**src/rtl/lfu_consts.svh**
```systemverilog
// offsets, field positions, reset values and format codes of the window write unpacker
// assumes byte addresses on the register bus and 32-bit aligned words
`ifndef LFU_CONSTS_SVH
`define LFU_CONSTS_SVH
// window select and pixel address fields
`define LFU_WIN_BIT 21
`define LFU_ROW_LSB 11
`define LFU_X_W 10
`define LFU_Y_W 10
`define LFU_SCREEN_H 480
// register offsets inside the register page
`define LFU_OFS_WCTL 21'h000000
`define LFU_OFS_PBC 21'h000004
`define LFU_OFS_CDA 21'h000008
`define LFU_OFS_STAT 21'h00000c
// reset values
`define LFU_WCTL_RST 32'h00000000
`define LFU_PBC_RST 32'h00000000
`define LFU_CDA_RST 32'h00000000
// framebuffer_write_control fields
`define LFU_WC_FMT 3:0
`define LFU_WC_PIPE 8
`define LFU_WC_LANE 10:9
`define LFU_WC_SWAP 11
`define LFU_WC_SWZ 12
`define LFU_WC_YORG 13
`define LFU_WC_WSEL 14
// pixel_buffer_control fields
`define LFU_PB_DITHER 8
`define LFU_PB_YORG 17
`define LFU_PB_ABUF 18
// constant depth/alpha fields
`define LFU_CDA_Z 15:0
`define LFU_CDA_W 23:0
`define LFU_CDA_A 31:24
// write format codes
`define LFU_F565 4'h0
`define LFU_F555 4'h1
`define LFU_F1555 4'h2
`define LFU_FX888 4'h4
`define LFU_F8888 4'h5
`define LFU_FZ32 4'h8
`define LFU_FVMP 4'h9
`define LFU_FZ565 4'hc
`define LFU_FZ555 4'hd
`define LFU_FZ1555 4'he
`define LFU_FZZ 4'hf
`endif

```
**src/rtl/lfu_pkg.sv**
```systemverilog
// types shared by the window write unpacker
// assumes lfu_consts.svh on the include path
`include "lfu_consts.svh"
package lfu_pkg;
  // controller states, one-hot
  typedef enum logic [3:0] {
    S_IDLE = 4'b0001,
    S_PIX = 4'b0010,
    S_VMP = 4'b0100,
    S_ACK = 4'b1000
  } lfu_state_t;
  // one unpacked pixel towards pipeline or buffers
  typedef struct packed {
    logic [`LFU_X_W-1:0] x;
    logic [`LFU_Y_W-1:0] y;
    logic [31:0] argb;
    logic [31:0] depth;
    logic [23:0] w;
    logic color_we;
    logic depth_we;
    logic alpha_we;
    logic dither;
  } lfu_pix_t;
  // one queued word for the video module port
  typedef struct packed {
    logic [`LFU_WIN_BIT-1:0] addr;
    logic [31:0] data;
  } lfu_vmp_t;
endpackage

```
**src/rtl/lfu_unpack16.sv**
```systemverilog
// unpacks one 16-bit colour half into 8-bit argb
// assumes half already swizzled and half-swapped; purely combinational
module lfu_unpack16
  import lfu_pkg::*;
(
  input wire logic [15:0] half,
  input wire logic [1:0] fmt2,
  input wire logic [1:0] lanes,
  output logic [31:0] argb
);
  logic [4:0] c_hi;
  logic [5:0] g6;
  logic [4:0] c_lo;
  logic a1;

  // field split by format and lane layout, then widen by replication
  always_comb
  begin
    c_hi = half[15:11];
    g6 = half[10:5];
    c_lo = half[4:0];
    a1 = 1'b0;
    if (fmt2 != 2'h0)
    begin
      if (!lanes[1])
      begin
        a1 = half[15];
        c_hi = half[14:10];
        g6 = {half[9:5], half[9]};
        c_lo = half[4:0];
      end
      else
      begin
        c_hi = half[15:11];
        g6 = {half[10:6], half[10]};
        c_lo = half[5:1];
        a1 = half[0];
      end
    end
    argb[31:24] = {8{a1 & (fmt2 == 2'h2)}};
    argb[15:8] = {g6, g6[5:4]};
    // lane bit 0 puts blue in the upper field
    if (lanes[0])
    begin
      argb[23:16] = {c_lo, c_lo[4:2]};
      argb[7:0] = {c_hi, c_hi[4:2]};
    end
    else
    begin
      argb[23:16] = {c_hi, c_hi[4:2]};
      argb[7:0] = {c_lo, c_lo[4:2]};
    end
  end
endmodule

```
**src/rtl/lfu_top.sv**
```systemverilog
// window write unpacker: avalon slave, write control registers, pixel unpack
// assumes the pixel pipeline, buffer writer and video port share core_clk
//
// Operation
// - accept formats 0-2, 4, 5, 8, 9, 12-15
// - format 9 goes to video module port
// - pixel x,y from window address offset
// - pipeline mode: pixel carries depth, alpha, full processing
// - bypass mode: unconditional write, only dither applied
// - bypass updates only buffers the format holds
// - bypass formats 0-2, 4 never touch depth
// - bypass formats 12, 13 write colour and depth; 14 writes colour and depth only without alpha buffer
// - bypass format 15 writes depth only
// - bypass alpha stored only with alpha buffer
// - bypass format 14 drops depth or alpha
// - pipeline fills missing depth/alpha from constant
// - lane field picks ARGB, ABGR, RGBA, BGRA
// - formats 0-2 pack two pixels, swap reverses
// - formats 12-14 depth high, swap reverses
// - format 15 unswapped: right high, left low
// - swizzle bit enables byte swizzle
// - Y origin bit flips row zero
// - W from depth or constant bits 23:0
// - swizzle exchanges outer and inner byte pairs
// - swizzle, then half swap, then lanes
// - half swap ignored for formats 4, 5, 8
// - format 15 swapped: left high, right low
`include "lfu_consts.svh"
module lfu_top
  import lfu_pkg::*;
#(
  parameter int ADDR_W = `LFU_WIN_BIT + 1,
  parameter int SCREEN_H = `LFU_SCREEN_H
)
(
  input wire logic core_clk,
  input wire logic reset,
  input wire logic [ADDR_W-1:0] avs_address,
  input wire logic avs_read,
  input wire logic avs_write,
  input wire logic [31:0] avs_writedata,
  input wire logic [3:0] avs_byteenable,
  output logic [31:0] avs_readdata,
  output logic avs_waitrequest,
  output logic pipe_valid,
  output lfu_pkg::lfu_pix_t pipe_pix,
  input wire logic pipe_ready,
  output logic buf_valid,
  output lfu_pkg::lfu_pix_t buf_pix,
  input wire logic buf_ready,
  output logic vmp_valid,
  output lfu_pkg::lfu_vmp_t vmp_word,
  input wire logic vmp_ready
);
  import lfu_pkg::*;

  // ************************************************************
  // parameter checks and state
  // ************************************************************
  if (ADDR_W != `LFU_WIN_BIT + 1)
  begin : g_bad_addr
    $error("address width must be one above the window select bit");
  end
  if (SCREEN_H < 1 || SCREEN_H > (1 << `LFU_Y_W))
  begin : g_bad_h
    $error("screen height does not fit the row field");
  end

  typedef struct packed {
    lfu_state_t state;
    logic waitreq;
    logic [31:0] rdata;
    logic [31:0] ctl;
    logic [31:0] pbc;
    logic [31:0] cda;
    logic [15:0] drop_cnt;
    logic [15:0] wr_cnt;
    logic [31:0] word;
    logic [`LFU_WIN_BIT-1:0] off;
    logic beat;
    logic pipe_v;
    logic buf_v;
    lfu_pix_t pix;
    logic vmp_v;
    lfu_vmp_t vmp;
  } lfu_top_st_t;

  lfu_top_st_t s_r;
  lfu_top_st_t s_nxt;

  logic [3:0] fmt;
  logic pipe_en;
  logic is_win;
  logic fmt_ok;
  logic swap_ok;
  logic two_pix;
  logic has_a;
  logic has_z;
  logic bsel;
  logic out_fire;
  logic [31:0] wd_rev;
  logic [31:0] sw_in;
  logic [31:0] cw;
  logic [31:0] hs;
  logic [31:0] c32;
  logic [31:0] left_argb;
  logic [31:0] right_argb;
  logic [31:0] rd_mux;
  logic [`LFU_WIN_BIT-1:0] co;
  logic [`LFU_Y_W-1:0] yraw;
  lfu_pix_t px;

  // byte-lane merge for register writes
  function automatic logic [31:0] be_merge(input logic [31:0] old, input logic [31:0] d,
                                           input logic [3:0] be);
    logic [31:0] r;
    r = old;
    for (int i = 0; i < 4; i++)
    begin
      if (be[i])
      begin
        r[i*8 +: 8] = d[i*8 +: 8];
      end
    end
    return r;
  endfunction

  // ************************************************************
  // write data path: swizzle, half swap, lane select
  // ************************************************************
  assign fmt = s_r.ctl[`LFU_WC_FMT];
  assign pipe_en = s_r.ctl[`LFU_WC_PIPE];
  assign is_win = avs_address[`LFU_WIN_BIT];
  assign wd_rev = {avs_writedata[7:0], avs_writedata[15:8], avs_writedata[23:16],
                   avs_writedata[31:24]};
  assign sw_in = s_r.ctl[`LFU_WC_SWZ] ? wd_rev : avs_writedata;
  assign cw = (s_r.state == S_IDLE) ? sw_in : s_r.word;
  assign co = (s_r.state == S_IDLE) ? avs_address[`LFU_WIN_BIT-1:0] : s_r.off;
  assign swap_ok = s_r.ctl[`LFU_WC_SWAP] &&
                   !(fmt == `LFU_FX888 || fmt == `LFU_F8888 || fmt == `LFU_FZ32);
  assign hs = swap_ok ? {cw[15:0], cw[31:16]} : cw;
  assign two_pix = (fmt <= `LFU_F1555) || (fmt == `LFU_FZZ);
  assign has_a = fmt == `LFU_F1555 || fmt == `LFU_F8888 || fmt == `LFU_FZ1555;
  assign has_z = fmt == `LFU_FZ32 || fmt >= `LFU_FZ565;
  assign bsel = s_r.state != S_IDLE;
  assign out_fire = (s_r.pipe_v && pipe_ready) || (s_r.buf_v && buf_ready);
  assign yraw = co[`LFU_WIN_BIT-1:`LFU_ROW_LSB];

  // format acceptance
  always_comb
  begin
    case (fmt)
      `LFU_F565, `LFU_F555, `LFU_F1555, `LFU_FX888, `LFU_F8888, `LFU_FZ32, `LFU_FVMP,
      `LFU_FZ565, `LFU_FZ555, `LFU_FZ1555, `LFU_FZZ: fmt_ok = 1'b1;
      default: fmt_ok = 1'b0;
    endcase
  end

  // colour halves: low half is the left pixel or the colour of a depth pair
  lfu_unpack16 u_left (
    .half(hs[15:0]),
    .fmt2(fmt[1:0]),
    .lanes(s_r.ctl[`LFU_WC_LANE]),
    .argb(left_argb)
  );
  lfu_unpack16 u_right (
    .half(hs[31:16]),
    .fmt2(fmt[1:0]),
    .lanes(s_r.ctl[`LFU_WC_LANE]),
    .argb(right_argb)
  );

  // 32-bit lane order for formats 4 and 5
  always_comb
  begin
    case (s_r.ctl[`LFU_WC_LANE])
      2'h0: c32 = cw;
      2'h1: c32 = {cw[31:24], cw[7:0], cw[15:8], cw[23:16]};
      2'h2: c32 = {cw[7:0], cw[31:8]};
      default: c32 = {cw[7:0], cw[15:8], cw[23:16], cw[31:24]};
    endcase
  end

  // ************************************************************
  // pixel build for the current beat
  // ************************************************************
  always_comb
  begin
    px = '0;
    // two-pixel formats step x by one per beat
    if (two_pix)
    begin
      px.x = {co[`LFU_ROW_LSB-1:2], bsel};
    end
    else
    begin
      px.x = {1'b0, co[`LFU_ROW_LSB-1:2]};
    end
    // origin bit of the active path decides row order
    if ((pipe_en && s_r.pbc[`LFU_PB_YORG]) || (!pipe_en && s_r.ctl[`LFU_WC_YORG]))
    begin
      px.y = `LFU_Y_W'(SCREEN_H - 1) - yraw;
    end
    else
    begin
      px.y = yraw;
    end
    // colour source
    case (fmt)
      `LFU_FX888: px.argb = {8'h00, c32[23:0]};
      `LFU_F8888: px.argb = c32;
      `LFU_FZ32, `LFU_FZZ: px.argb = '0;
      default: px.argb = (two_pix && bsel) ? right_argb : left_argb;
    endcase
    // depth source
    case (fmt)
      `LFU_FZ32: px.depth = hs;
      `LFU_FZ565, `LFU_FZ555, `LFU_FZ1555: px.depth = {16'h0000, hs[31:16]};
      `LFU_FZZ: px.depth = {16'h0000, bsel ? hs[31:16] : hs[15:0]};
      default: px.depth = '0;
    endcase
    if (pipe_en)
    begin
      // pipeline path: full pixel, masks and tests applied downstream
      if (!has_a)
      begin
        px.argb[31:24] = s_r.cda[`LFU_CDA_A];
      end
      if (!has_z)
      begin
        px.depth = {16'h0000, s_r.cda[`LFU_CDA_Z]};
      end
      px.color_we = 1'b1;
      px.depth_we = 1'b1;
      px.alpha_we = 1'b1;
      px.dither = s_r.pbc[`LFU_PB_DITHER];
      px.w = s_r.ctl[`LFU_WC_WSEL] ? s_r.cda[`LFU_CDA_W] : px.depth[23:0];
    end
    else
    begin
      // bypass: only the buffers the format holds, masks ignored
      px.color_we = !(fmt == `LFU_FZ32 || fmt == `LFU_FZZ);
      px.depth_we = has_z && !(fmt == `LFU_FZ1555 && s_r.pbc[`LFU_PB_ABUF]);
      px.alpha_we = has_a && s_r.pbc[`LFU_PB_ABUF];
      px.dither = s_r.pbc[`LFU_PB_DITHER];
    end
  end

  // register read mux
  always_comb
  begin
    case (avs_address[`LFU_WIN_BIT-1:0])
      `LFU_OFS_WCTL: rd_mux = s_r.ctl;
      `LFU_OFS_PBC: rd_mux = s_r.pbc;
      `LFU_OFS_CDA: rd_mux = s_r.cda;
      `LFU_OFS_STAT: rd_mux = {s_r.wr_cnt, s_r.drop_cnt};
      default: rd_mux = '0;
    endcase
    if (is_win)
    begin
      rd_mux = '0;
    end
  end

  // ************************************************************
  // bus and transfer controller
  // ************************************************************
  always_comb
  begin
    s_nxt = s_r;
    s_nxt.waitreq = 1'b1;
    case (s_r.state)
      S_IDLE:
      begin
        if (avs_read)
        begin
          s_nxt.rdata = rd_mux;
          s_nxt.state = S_ACK;
          s_nxt.waitreq = 1'b0;
        end
        else if (avs_write)
        begin
          s_nxt.state = S_ACK;
          s_nxt.waitreq = 1'b0;
          if (is_win)
          begin
            s_nxt.word = sw_in;
            s_nxt.off = co;
            s_nxt.wr_cnt = s_r.wr_cnt + 16'h0001;
            s_nxt.beat = 1'b0;
            if (fmt == `LFU_FVMP)
            begin
              s_nxt.vmp_v = 1'b1;
              s_nxt.vmp = '{addr: co, data: sw_in};
              s_nxt.state = S_VMP;
              s_nxt.waitreq = 1'b1;
            end
            else if (!fmt_ok)
            begin
              s_nxt.drop_cnt = s_r.drop_cnt + 16'h0001;
            end
            else
            begin
              s_nxt.pix = px;
              s_nxt.pipe_v = pipe_en;
              s_nxt.buf_v = !pipe_en;
              s_nxt.state = S_PIX;
              s_nxt.waitreq = 1'b1;
            end
          end
          else
          begin
            case (avs_address[`LFU_WIN_BIT-1:0])
              `LFU_OFS_WCTL: s_nxt.ctl = be_merge(s_r.ctl, avs_writedata, avs_byteenable);
              `LFU_OFS_PBC: s_nxt.pbc = be_merge(s_r.pbc, avs_writedata, avs_byteenable);
              `LFU_OFS_CDA: s_nxt.cda = be_merge(s_r.cda, avs_writedata, avs_byteenable);
              default: s_nxt.rdata = s_r.rdata;
            endcase
          end
        end
      end
      S_PIX:
      begin
        if (out_fire)
        begin
          if (two_pix && !s_r.beat)
          begin
            s_nxt.pix = px;
            s_nxt.beat = 1'b1;
          end
          else
          begin
            s_nxt.pipe_v = 1'b0;
            s_nxt.buf_v = 1'b0;
            s_nxt.state = S_ACK;
            s_nxt.waitreq = 1'b0;
          end
        end
      end
      S_VMP:
      begin
        if (vmp_ready)
        begin
          s_nxt.vmp_v = 1'b0;
          s_nxt.state = S_ACK;
          s_nxt.waitreq = 1'b0;
        end
      end
      S_ACK: s_nxt.state = S_IDLE;
      default: s_nxt.state = S_IDLE;
    endcase
  end

  // state register
  always_ff @(posedge core_clk or posedge reset)
  begin
    if (reset)
    begin
      s_r <= '0;
      s_r.state <= S_IDLE;
      s_r.waitreq <= 1'b1;
      s_r.ctl <= `LFU_WCTL_RST;
      s_r.pbc <= `LFU_PBC_RST;
      s_r.cda <= `LFU_CDA_RST;
    end
    else
    begin
      s_r <= s_nxt;
    end
  end

  // outputs straight from the state register
  assign avs_readdata = s_r.rdata;
  assign avs_waitrequest = s_r.waitreq;
  assign pipe_valid = s_r.pipe_v;
  assign pipe_pix = s_r.pix;
  assign buf_valid = s_r.buf_v;
  assign buf_pix = s_r.pix;
  assign vmp_valid = s_r.vmp_v;
  assign vmp_word = s_r.vmp;
endmodule

```
**config.mk**
```make
export PLATFORM = sky130hd
export DESIGN_NAME = lfu_top
export DESIGN_NICKNAME = d
export VERILOG_FILES = /design/src/rtl/lfu_pkg.sv /design/src/rtl/lfu_unpack16.sv /design/src/rtl/lfu_top.sv
export VERILOG_INCLUDE_DIRS = /design/src /design/src/rtl
export SDC_FILE = /design/constraint.sdc
export NUM_CORES = 1
export LEC_CHECK = 0
export BUFFER_PORTS_ARGS = -buffer_cell sky130_fd_sc_hd__buf_2
export CAP_MARGIN = 20
export CORE_UTILIZATION = 52
export DETAILED_ROUTE_END_ITERATION = 8
export HOLD_SLACK_MARGIN = 0.03
export PLACE_DENSITY = 0.75
export SKIP_LAST_GASP = 1
export SLEW_MARGIN = 20
export SYNTH_ARGS = -nofsm -noshare
export SYNTH_HDL_FRONTEND = slang
export SYNTH_HIERARCHICAL = 1
export SYNTH_SLANG_ARGS = --single-unit
```
**constraint.sdc**
```tcl
create_clock -name core_clk -period 23.6 [get_ports core_clk]
set_input_delay 3.54 -clock core_clk [delete_from_list [all_inputs] [get_ports core_clk]]
set_output_delay 3.54 -clock core_clk [all_outputs]
set_load 0.01 [all_outputs]
```
==> results.tsv, run 1 <==
metric	value	unit
pwr_density_cell	105	nW/um^2
busiest_layer	met2	
max_freq	170	MHz
syn_inst	2106	
slew_headroom	0.301	
crit_type	input pin to flip-flop	
grt.overflow.total	0	
switching_share	0.376	
cts_resized	0	
dp_hpwl	46500	um
worstHoldStart	s_r[237]	
row_count	74	
grt_first_pass_wirelength	97600	um
ios	378	
fin_nets	2166	
synth-main-ff-cell	dfrtp_1	
clkSinkCount	385	
synth_top_area_cell	dfrtp_1	
p_comb_frac	0.358	
fin_ws	17.71	ns
fin_crit	5.89	ns
drtIter0Drc	1796	
tightest_slew	1.05	ns
root_buffer	clkbuf_16	
fin_hold_ws	0.472	ns
yosys_warnings	6	
holdPathEnd	s_r[237]	
drtAntennaViolNets	0	
clock_latency	0.59	ns
met1_usage	0.425	
ys_seq_elements	385	
vdd_drop_max	0.0597	mV
place_ws	17.15	ns
grt_pass1_vias	15600	
setup_viol	0	
drtPass1Iterations	8	
synth.most_common_cell	dfrtp_1	
avgViaCountPerCell	6.10	
ff2ff_setup_slack	18.96	ns
start_util	0.531	
fin_util	0.562	
clock_skew	0.0166	ns
cts.path.max_buffers	3	
post_cts_buffers	0	
clkPwrFrac	0.284	
synth_nets	2174	
reg2reg_from	fmt[1]	
synth-edff-count	0	
die-area	42900	um^2
routed_wl	64600	um
finalHoldViolCount	0	
power.switching	914	uW
met2_usage	0.446	
drc_errors	0	
setup_tns	0	ns
rsz0062_at_grt	false	
dieHeight	207	um
drive_gt1_frac	0.331	
cp-end-kind	flip-flop	
grt_max_degree	154	
gp_congestion	0.923	
synth_top_area_frac	0.438	
tritoncts	built	
arrival	6.35	ns
reg2regPathDepth	9	
core_area	41200	um^2
cts_hold_buffers	0	
htree_levels	2	
finalNonFillerCells	2667	
track_usage	0.299	
avgSynthCellArea	10.4	um^2
slew_viol_final	0	
vias	16300	
critical_path.startpoint_type	input pin	
cts_buffers	44	
portBuffers	377	
antenna_found_initial	3	
synth_commonest_cells	dfrtp_1 (383), buf_4 (339), nand2_1 (268)	
pwr-share-seq	0.357	
ys_types	61	
holdPathStages	1	
die_x	207	um
syn_area	21900	um^2
status	finished clean	
leakage	0.0114	uW
clk_pin_slew_worst_paths	0.06	ns
critical_path_required	24.07	ns
post-route-period-util	0.249	
gr-usage-met3	0.0610	
ys_top_cells_by_area	dfrtp_1 (44%), buf_4 (12%), mux2_2 (8.4%)	
num-fill-cells	3488	
area_growth	5.69	%
rr_endpoint	buf_pix[91]	
hold_path_class	flip-flop to flip-flop	
async_reset_ff_frac	1.00	
wl_per_cell	24.2	um
crit_fanout	8	
maxCapViolCount	0	
dp_cells	2584	
internal_power	1520	uW
ys_seq_area_frac	0.440	
layout make-up:
cell class                 instances  area (um^2)  share of cell area
sequential                       385         9640               0.416
clock inverter                    14          166             0.00719
tap                              532          666              0.0288
antenna                            3         7.51            0.000324
clock buffer                      66         1310              0.0564
inverter                          43          174             0.00751
timing repair buffer             404         2100              0.0906
multi-input combinational       1220         9090               0.393
registers in the layout, summed over array words and instances (netlist names), 4 cells and up:
name,count
avs_readdata,32
buf_pix,112
fmt,4
s_r,179
vmp_word,53
kinds of logic (layout without fill, tap and decap cells):
| family | count (synthesis) | after routing | synth area share |
|---|---|---|---|
| AOI/OAI and AO/OA | 417 | 417 | 0.121 |
| xor gates and xnor gates | 38 | 38 | 0.0152 |
| adders and majority gates | 3 | 3 | 0.00171 |
| buffers and inverters | 501 | 527 | 0.146 |
| DFF | 385 | 385 | 0.440 |
| muxes | 343 | 343 | 0.191 |
| other | 0 | 3 | 0 |
| and+or+nand+nor | 419 | 419 | 0.0844 |
routing by layer:
layer | vias to the layer above | routed length, um
met5 | - | 0
li1 | 7082 | -
met3 | 135 | 5920
met1 | 8129 | 27600
met4 | 0 | 2360
met2 | 920 | 28700
critical path, cell delays in order:
cell,delay (ns)
buf_2,0.11
nor4_1,0.39
nand3_1,0.39
nor4_1,0.92
nand3_1,0.56
mux2_2,0.44
through the flow:
step | instance area, um^2 | power (uW)
floorplan | 21900 | 1580
global placement | 21700 | 1720
detailed placement | 21700 | 1740
CTS | 23100 | 2430
global route | 23100 | 2540
finish | 23100 | 2430
power by group through the flow:
stage	logic [uW]	registers, uW	clock network, uW
4_1_cts	861	868	698
3_3_place_gp	850	873	0
2_1_floorplan	736	849	0
3_5_place_dp	857	879	0
5_1_grt	931	883	725
6_report	871	868	691
how the worst max path moves through the flow:
stage / cells after the start / start / slack [ns] / to
after floorplan: 1 / reset / 9.36 / avs_readdata[0]
after global placement: 6 / avs_address[15] / 17.16 / s_r[292]
after detailed placement: 6 / avs_address[15] / 17.15 / s_r[291]
after CTS: 6 / avs_address[15] / 17.75 / s_r[291]
after global routing: 6 / avs_address[15] / 17.54 / s_r[292]
final: 6 / avs_address[15] / 17.71 / s_r[291]
cell usage in the layout (no fill, tap or decap), types with 8 or more instances in the layout:
cell type	netlist	final
xor2_1	11	11
nor3_1	16	16
a211oi_1	8	8
clkbuf_16	0	45
buf_4	339	25
nand3_1	22	21
mux2i_1	136	136
o31ai_1	19	19
a22oi_1	30	30
nor2_1	51	51
nand2_1	268	267
dfrtp_1	383	383
o22ai_1	26	26
xnor2_1	27	27
buf_2	15	377
clkbuf_8	0	10
a21oi_1	86	85
a22o_1	32	32
clkbuf_1	92	11
mux2_2	163	163
mux4_2	44	44
inv_1	41	40
o21a_1	25	25
a32oi_1	8	8
o21ai_0	141	141
o221ai_1	22	22
Power figures use the tool's default switching activity.
==> run 2, diff against run 1 <==
--- a/config.mk
+++ b/config.mk
@@ -11,7 +11,7 @@
 export CORE_UTILIZATION = 52
 export DETAILED_ROUTE_END_ITERATION = 8
 export HOLD_SLACK_MARGIN = 0.03
-export PLACE_DENSITY = 0.75
+export PLACE_DENSITY = 0.78
 export SKIP_LAST_GASP = 1
 export SLEW_MARGIN = 20
 export SYNTH_ARGS = -nofsm -noshare
==> constraint.sdc (replaced) <==
create_clock -name core_clk -period 5 [get_ports core_clk]
set_input_delay 0.75 -clock core_clk [delete_from_list [all_inputs] [get_ports core_clk]]
set_output_delay 0.75 -clock core_clk [all_outputs]
set_load 0.01 [all_outputs]
==> results.tsv, run 2 (synthesized netlist as in run 1, its figures left out) <==
metric	value	unit	change
status	finished clean		unchanged
htree_levels	2		unchanged
critical_path_required	5.50	ns	was 24.07 ns
fin_util	0.566		was 0.562
clock_skew	0.0218	ns	was 0.0166 ns
grt_first_pass_wirelength	99500	um	was 97600 um
row_count	74		unchanged
start_util	0.531		unchanged
fin_crit	4.14	ns	
dieHeight	207	um	unchanged
dp_cells	2582		was 2584
ios	378		unchanged
root_buffer	clkbuf_16		unchanged
setup_viol	0		unchanged
core_area	41200	um^2	unchanged
drtAntennaViolNets	0		unchanged
finalHoldViolCount	0		unchanged
clkSinkCount	385		unchanged
largest_reg_flops	179		unchanged
tightest_slew	1.06	ns	was 1.05 ns
leakage	0.0115	uW	was 0.0114 uW
slew_headroom	0.293		was 0.301
drive_gt1_frac	0.334		was 0.331
dp_hpwl	48000	um	was 46500 um
arrival	4.64	ns	was 6.35 ns
post-route-period-util	0.828		
track_usage	0.306		was 0.299
final_common_cell	dfrtp_1		unchanged
portBuffers	377		unchanged
post_cts_buffers	0		unchanged
cts_buffers	43		was 44
cts_hold_buffers	0		unchanged
cp-end-kind	flip-flop		unchanged
antenna_found_initial	6		was 3
clock_latency	0.59	ns	about the same
cts.path.max_buffers	3		unchanged
fin_nets	2163		was 2166
die-area	42900	um^2	unchanged
tritoncts	built		unchanged
vias	16300		about the same
cts_resized	0		unchanged
maxCapViolCount	0		unchanged
setup_tns	0	ns	unchanged
placed_area	21700	um^2	about the same
slew_viol_final	0		unchanged
critical_path.startpoint_type	flip-flop		was input pin
crit_type	flip-flop to flip-flop		was input pin to flip-flop
gp_congestion	0.984		was 0.923
max_freq	241	MHz	
pwr_density_cell	506	nW/um^2	was 105 nW/um^2
die_x	207	um	unchanged
drc_errors	0		unchanged
vdd_drop_max	0.390	mV	was 0.0597 mV
routed_wl	66200	um	was 64600 um
final_cell_mix	dfrtp_1 (382), buf_2 (377), nand2_1 (267)		was dfrtp_1 (383), buf_2 (377), nand2_1 (267)
wl_per_cell	24.8	um	was 24.2 um
rsz0062_at_grt	false		unchanged
reg2regPathDepth	8		was 9
largest_register	s_r		unchanged
finalNonFillerCells	2665		was 2667
avgViaCountPerCell	6.13		was 6.10
place_ws	1.02	ns	was 17.15 ns
area_growth	6.50	%	was 5.69%
postLayoutCellArea	23300	um^2	was 23100 um^2
drtIter0Drc	1630		was 1796
crit_fanout	28		was 8
grt_pass1_vias	15600		about the same
hold_path_class	input pin to asynchronous set/reset pin		was flip-flop to flip-flop
drtPass1Iterations	5		was 8
fin_ws	0.858	ns	was 17.71 ns
clk_pin_slew_worst_paths	0.06	ns	about the same
grt_max_degree	134		was 154
grt.overflow.total	0		unchanged
[run 2: cell types whose count changed in the layout (fill, tap and decap cells not counted), sizes merged]
cell,change
buf,-2
bufinv,+7
clkbuf,-8
clkinv,-5
clkinvlp,+1
diode,+1
inv,+4
[run 2: final timing paths]
kind | start | endpoint | slack, ns
hold / removal | reset | vmp_word[10] | 0.18
setup / recovery | fmt[1] | buf_pix[89] | 0.86
setup reg to reg | fmt[1] | buf_pix[89] | 0.86
hold reg to reg | s_r[253] | s_r[253] | 0.46
min in group core_clk | vmp_ready | vmp_valid | 0.35
max in group asynchronous | reset | buf_pix[14] | 3.67
[run 2: per-stage QoR]
step	hold WS, ns	power [uW]
finish	0.179	11800
global route	0.184	12300
CTS	0.158	11800
detailed placement	0.463	8180
global placement	0.457	8100
floorplan	0.437	7480
[run 2: final cells by class]
| class | count | area, um^2 |
|---|---|---|
| multi-input cells | 1220 | 9100 |
| diodes | 4 | 10.0 |
| flip-flops and latches | 385 | 9640 |
| clock inverters | 21 | 384 |
| repair buffers | 402 | 2120 |
| fillers | 3504 | 17900 |
| inverters | 43 | 165 |
| clock buffers | 58 | 1230 |
| well taps | 532 | 666 |
[run 2: where the power goes]
group | internal (uW) | total, uW | switching [uW]
Sequential | 3660 | 4100 | 441
Clock | 2210 | 3600 | 1390
Combinational | 1600 | 4100 | 2510
[run 2: critical path, stage by stage (launching register included)]
cell,delay [ns]
dfrtp_1,0.69
or4b_2,1.05
nand3_2,0.46
mux2i_1,0.38
mux2i_1,0.12
nor3b_1,0.79
mux2_2,0.29
a211oi_1,0.07
o21ai_0,0.19
[run 2: metal layers]
| layer | global-route usage | routed length [um] |
|---|---|---|
| met1 | 0.439 | 28400 |
| met2 | 0.463 | 30000 |
| met3 | 0.0672 | 5870 |
| met4 | 0.0983 | 1890 |
| met5 | 0 | 30 |
==> run 3, diff against run 2 <==
--- a/config.mk
+++ b/config.mk
@@ -6,12 +6,13 @@
 export SDC_FILE = /design/constraint.sdc
 export NUM_CORES = 1
 export LEC_CHECK = 0
+export ABC_AREA = 1
 export BUFFER_PORTS_ARGS = -buffer_cell sky130_fd_sc_hd__buf_2
 export CAP_MARGIN = 20
 export CORE_UTILIZATION = 52
 export DETAILED_ROUTE_END_ITERATION = 8
 export HOLD_SLACK_MARGIN = 0.03
-export PLACE_DENSITY = 0.78
+export PLACE_DENSITY = 0.77
 export SKIP_LAST_GASP = 1
 export SLEW_MARGIN = 20
 export SYNTH_ARGS = -nofsm -noshare
==> constraint.sdc (replaced) <==
create_clock -name core_clk -period 3.8 [get_ports core_clk]
set_input_delay 0.57 -clock core_clk [delete_from_list [all_inputs] [get_ports core_clk]]
set_output_delay 0.57 -clock core_clk [all_outputs]
set_load 0.01 [all_outputs]
==> results.tsv, run 3 <==
metric	value	unit	change
gp_congestion	1.05		was 0.984
cts.path.max_buffers	3		unchanged
synth_nets	3344		was 2174
pwr_density_cell	593	nW/um^2	was 506 nW/um^2
clkSinkCount	385		unchanged
vdd_drop_max	0.346	mV	was 0.390 mV
slew_viol_final	0		unchanged
worstPathCellList	inv_1 > nor2_1 > nand2_2 > buf_4 > nand2_1 > nand2_1 > nand2_1 > and2_1 > nand2_1 > a211oi_1 > buf_4 > inv_1 > nand2_1 > nand3_1 > nand3_1 > nand2_1 > nand2_1		was or4b_2 > nand3_2 > mux2i_1 > mux2i_1 > nor3b_1 > mux2_2 > a211oi_1 > o21ai_0
root_buffer	clkbuf_16		unchanged
ys_top_cells_by_area	dfrtp_1 (40%), nand2_1 (17%), buf_4 (11%)		was dfrtp_1 (44%), buf_4 (12%), mux2_2 (8.4%)
avgSynthCellArea	7.23	um^2	was 10.4 um^2
largest_reg_flops	179		unchanged
cp-end-kind	flip-flop		unchanged
grt_pass1_vias	19400		was 15600
dieHeight	215	um	was 207 um
core_area	44600	um^2	was 41200 um^2
ys_seq_elements	385		unchanged
path_common_cell	nand2_1		was mux2i_1
wl_per_cell	20.2	um	was 24.8 um
wl_met2	35000	um	was 30000 um
setup_viol	0		unchanged
routed_wl	78400	um	was 66200 um
top_layer_used	met4		was met5
p_total	14800	uW	was 11800 uW
drtIter0Drc	2800		was 1630
critical_path.startpoint_type	flip-flop		unchanged
yosys_warnings	6		unchanged
die_x	215	um	was 207 um
fin_util	0.558		was 0.566
synth-main-ff-cell	dfrtp_1		unchanged
wl_met3	6350	um	was 5870 um
fin_crit	3.17	ns	was 4.14 ns
post-route-period-util	0.834		was 0.828
drtPass1Iterations	8		was 5
place_ws	0.779	ns	was 1.02 ns
arrival	3.67	ns	was 4.64 ns
finalHoldViolCount	0		unchanged
synth.most_common_cell	nand2_1		was dfrtp_1
drc_errors	0		unchanged
async_reset_ff_frac	1.00		unchanged
vias	21500		was 16300
leakage	0.0134	uW	was 0.0115 uW
drive_gt1_frac	0.176		was 0.334
rsz0062_at_grt	false		unchanged
ys_types	38		was 61
synth-edff-count	0		unchanged
m1WireLength	33900	um	was 28400 um
syn_inst	3276		was 2106
grt_max_degree	128		was 134
fin_nets	3336		was 2163
internal_power	8800	uW	was 7470 uW
pwr-share-seq	0.342		was 0.347
ys_seq_area_frac	0.407		was 0.440
drtAntennaViolNets	0		unchanged
track_usage	0.335		was 0.306
path_delay_family	simple AND/OR/NAND/NOR gates		unchanged
syn_area	23700	um^2	was 21900 um^2
tightest_slew	0.993	ns	was 1.06 ns
cp_slowest_cell	dfstp_2		was or4b_2
antenna_found_initial	2		was 6
start_util	0.531		about the same
area_growth	5.05	%	was 6.50%
avgViaCountPerCell	5.53		was 6.13
synth_top_area_cell	dfrtp_1		unchanged
clock_latency	0.57	ns	was 0.59 ns
post_cts_buffers	0		unchanged
ios	378		unchanged
clock_skew	0.0134	ns	was 0.0218 ns
slew_headroom	0.335		was 0.293
critical_path.max_stage_delay	0.53	ns	was 1.05 ns
clk_pin_slew_worst_paths	0.07	ns	was 0.06 ns
htree_levels	2		unchanged
clkPwrFrac	0.273		was 0.305
die-area	46400	um^2	was 42900 um^2
crit_fanout	27		was 28
synth_top_area_frac	0.405		was 0.438
status	finished clean		unchanged
hold_path_class	input pin to flip-flop		was input pin to asynchronous set/reset pin
largest_register	s_r		unchanged
final_cell_mix	nand2_1 (1065), dfrtp_1 (383), buf_2 (377)		was dfrtp_1 (382), buf_2 (377), nand2_1 (267)
tritoncts	built		unchanged
p_comb_frac	0.385		was 0.348
portBuffers	377		unchanged
cts_resized	0		unchanged
max_freq	316	MHz	was 241 MHz
crit_type	flip-flop to flip-flop		unchanged
synth_commonest_cells	nand2_1 (1067), dfrtp_1 (383), buf_4 (352)		was dfrtp_1 (383), buf_4 (339), nand2_1 (268)
grt_first_pass_wirelength	119000	um	was 99500 um
final_common_cell	nand2_1		was dfrtp_1
maxCapViolCount	0		unchanged
cts_buffers	41		was 43
row_count	77		was 74
dp_hpwl	59300	um	was 48000 um
switching_share	0.404		was 0.367
power.switching	5970	uW	was 4330 uW
critical_path_required	4.30	ns	was 5.50 ns
grt.overflow.total	0		unchanged
fin_ws	0.631	ns	was 0.858 ns
crit_buf_inv	4		was 0
==> run 3: layout make-up <==
class / count / area (um^2)
tap: 592 / 741
timing repair buffer: 442 / 2440
sequential: 385 / 9640
clock inverter: 10 / 131
antenna: 3 / 7.51
inverter: 271 / 1020
fill: 4315 / 19700
clock buffer: 63 / 1220
multi-input combinational: 2127 / 9690
==> run 3: path summary, 6_finish.rpt <==
path,from,end,depth (start not counted),slack [ns]
setup / recovery,s_r[383],buf_pix[88],17,0.63
hold / removal,avs_read,s_r[383],2,0.23
setup reg to reg,s_r[383],buf_pix[88],17,0.63
hold reg to reg,s_r[245],s_r[245],1,0.47
max in group asynchronous,reset,buf_pix[41],4,2.33
min in group asynchronous,reset,s_r[183],3,0.49
==> run 3: kinds of logic after synthesis <==
family	Yosys count	share of synthesized area
AOI/OAI and AO/OA	464	0.101
xor gates and xnor gates	36	0.0133
adders and majority gates	3	0.00158
buffers and inverters	764	0.185
DFF	385	0.407
and+or+nand+nor	1624	0.292
==> run 3: worst register-to-register path, cell delays in order, from the launching register on <==
cell and delay, ns:
dfstp_2 0.53, inv_1 0.06, nor2_1 0.11, nand2_2 0.39, buf_4 0.35, nand2_1 0.09
nand2_1 0.15, nand2_1 0.11, and2_1 0.17, nand2_1 0.09, a211oi_1 0.39, buf_4 0.25
inv_1 0.05, nand2_1 0.06, nand3_1 0.07, nand3_1 0.08, nand2_1 0.08, nand2_1 0.07
==> run 3: metrics by stage <==
step           instance area [um^2]  TNS [ns]  cells  hold WS, ns
2_1_floorplan                 23700   -745.73   3276        0.442
3_3_place_gp                  23500         0   3816        0.453
3_5_place_dp                  23500         0   3816        0.461
4_1_cts                       24900         0   3890        0.210
5_1_grt                       24900         0   3891        0.222
6_report                      24900         0   3893        0.230
==> run 3: power by group through the flow <==
| stage | Combinational (uW) | Clock, uW | Sequential (uW) |
|---|---|---|---|
| detailed placement | 5560 | 0 | 5120 |
| CTS | 5580 | 4080 | 5050 |
| floorplan | 4520 | 0 | 5010 |
| finish | 5680 | 4030 | 5050 |
| global placement | 5520 | 0 | 5100 |
| global route | 6270 | 4260 | 5120 |
==> run 3: metal layers <==
layer  up-vias  GRT usage
li1      10100          -
met1     10200      0.471
met2      1103      0.518
met3       165     0.0560
met4         0      0.128
met5         -          0
==> run 3: what timing repair did <==
item                                    4_1_cts  5_1_grt
hold endpoints to repair                      1        0
hold buffers                                  1        0
endpoints found under the setup margin        0        0
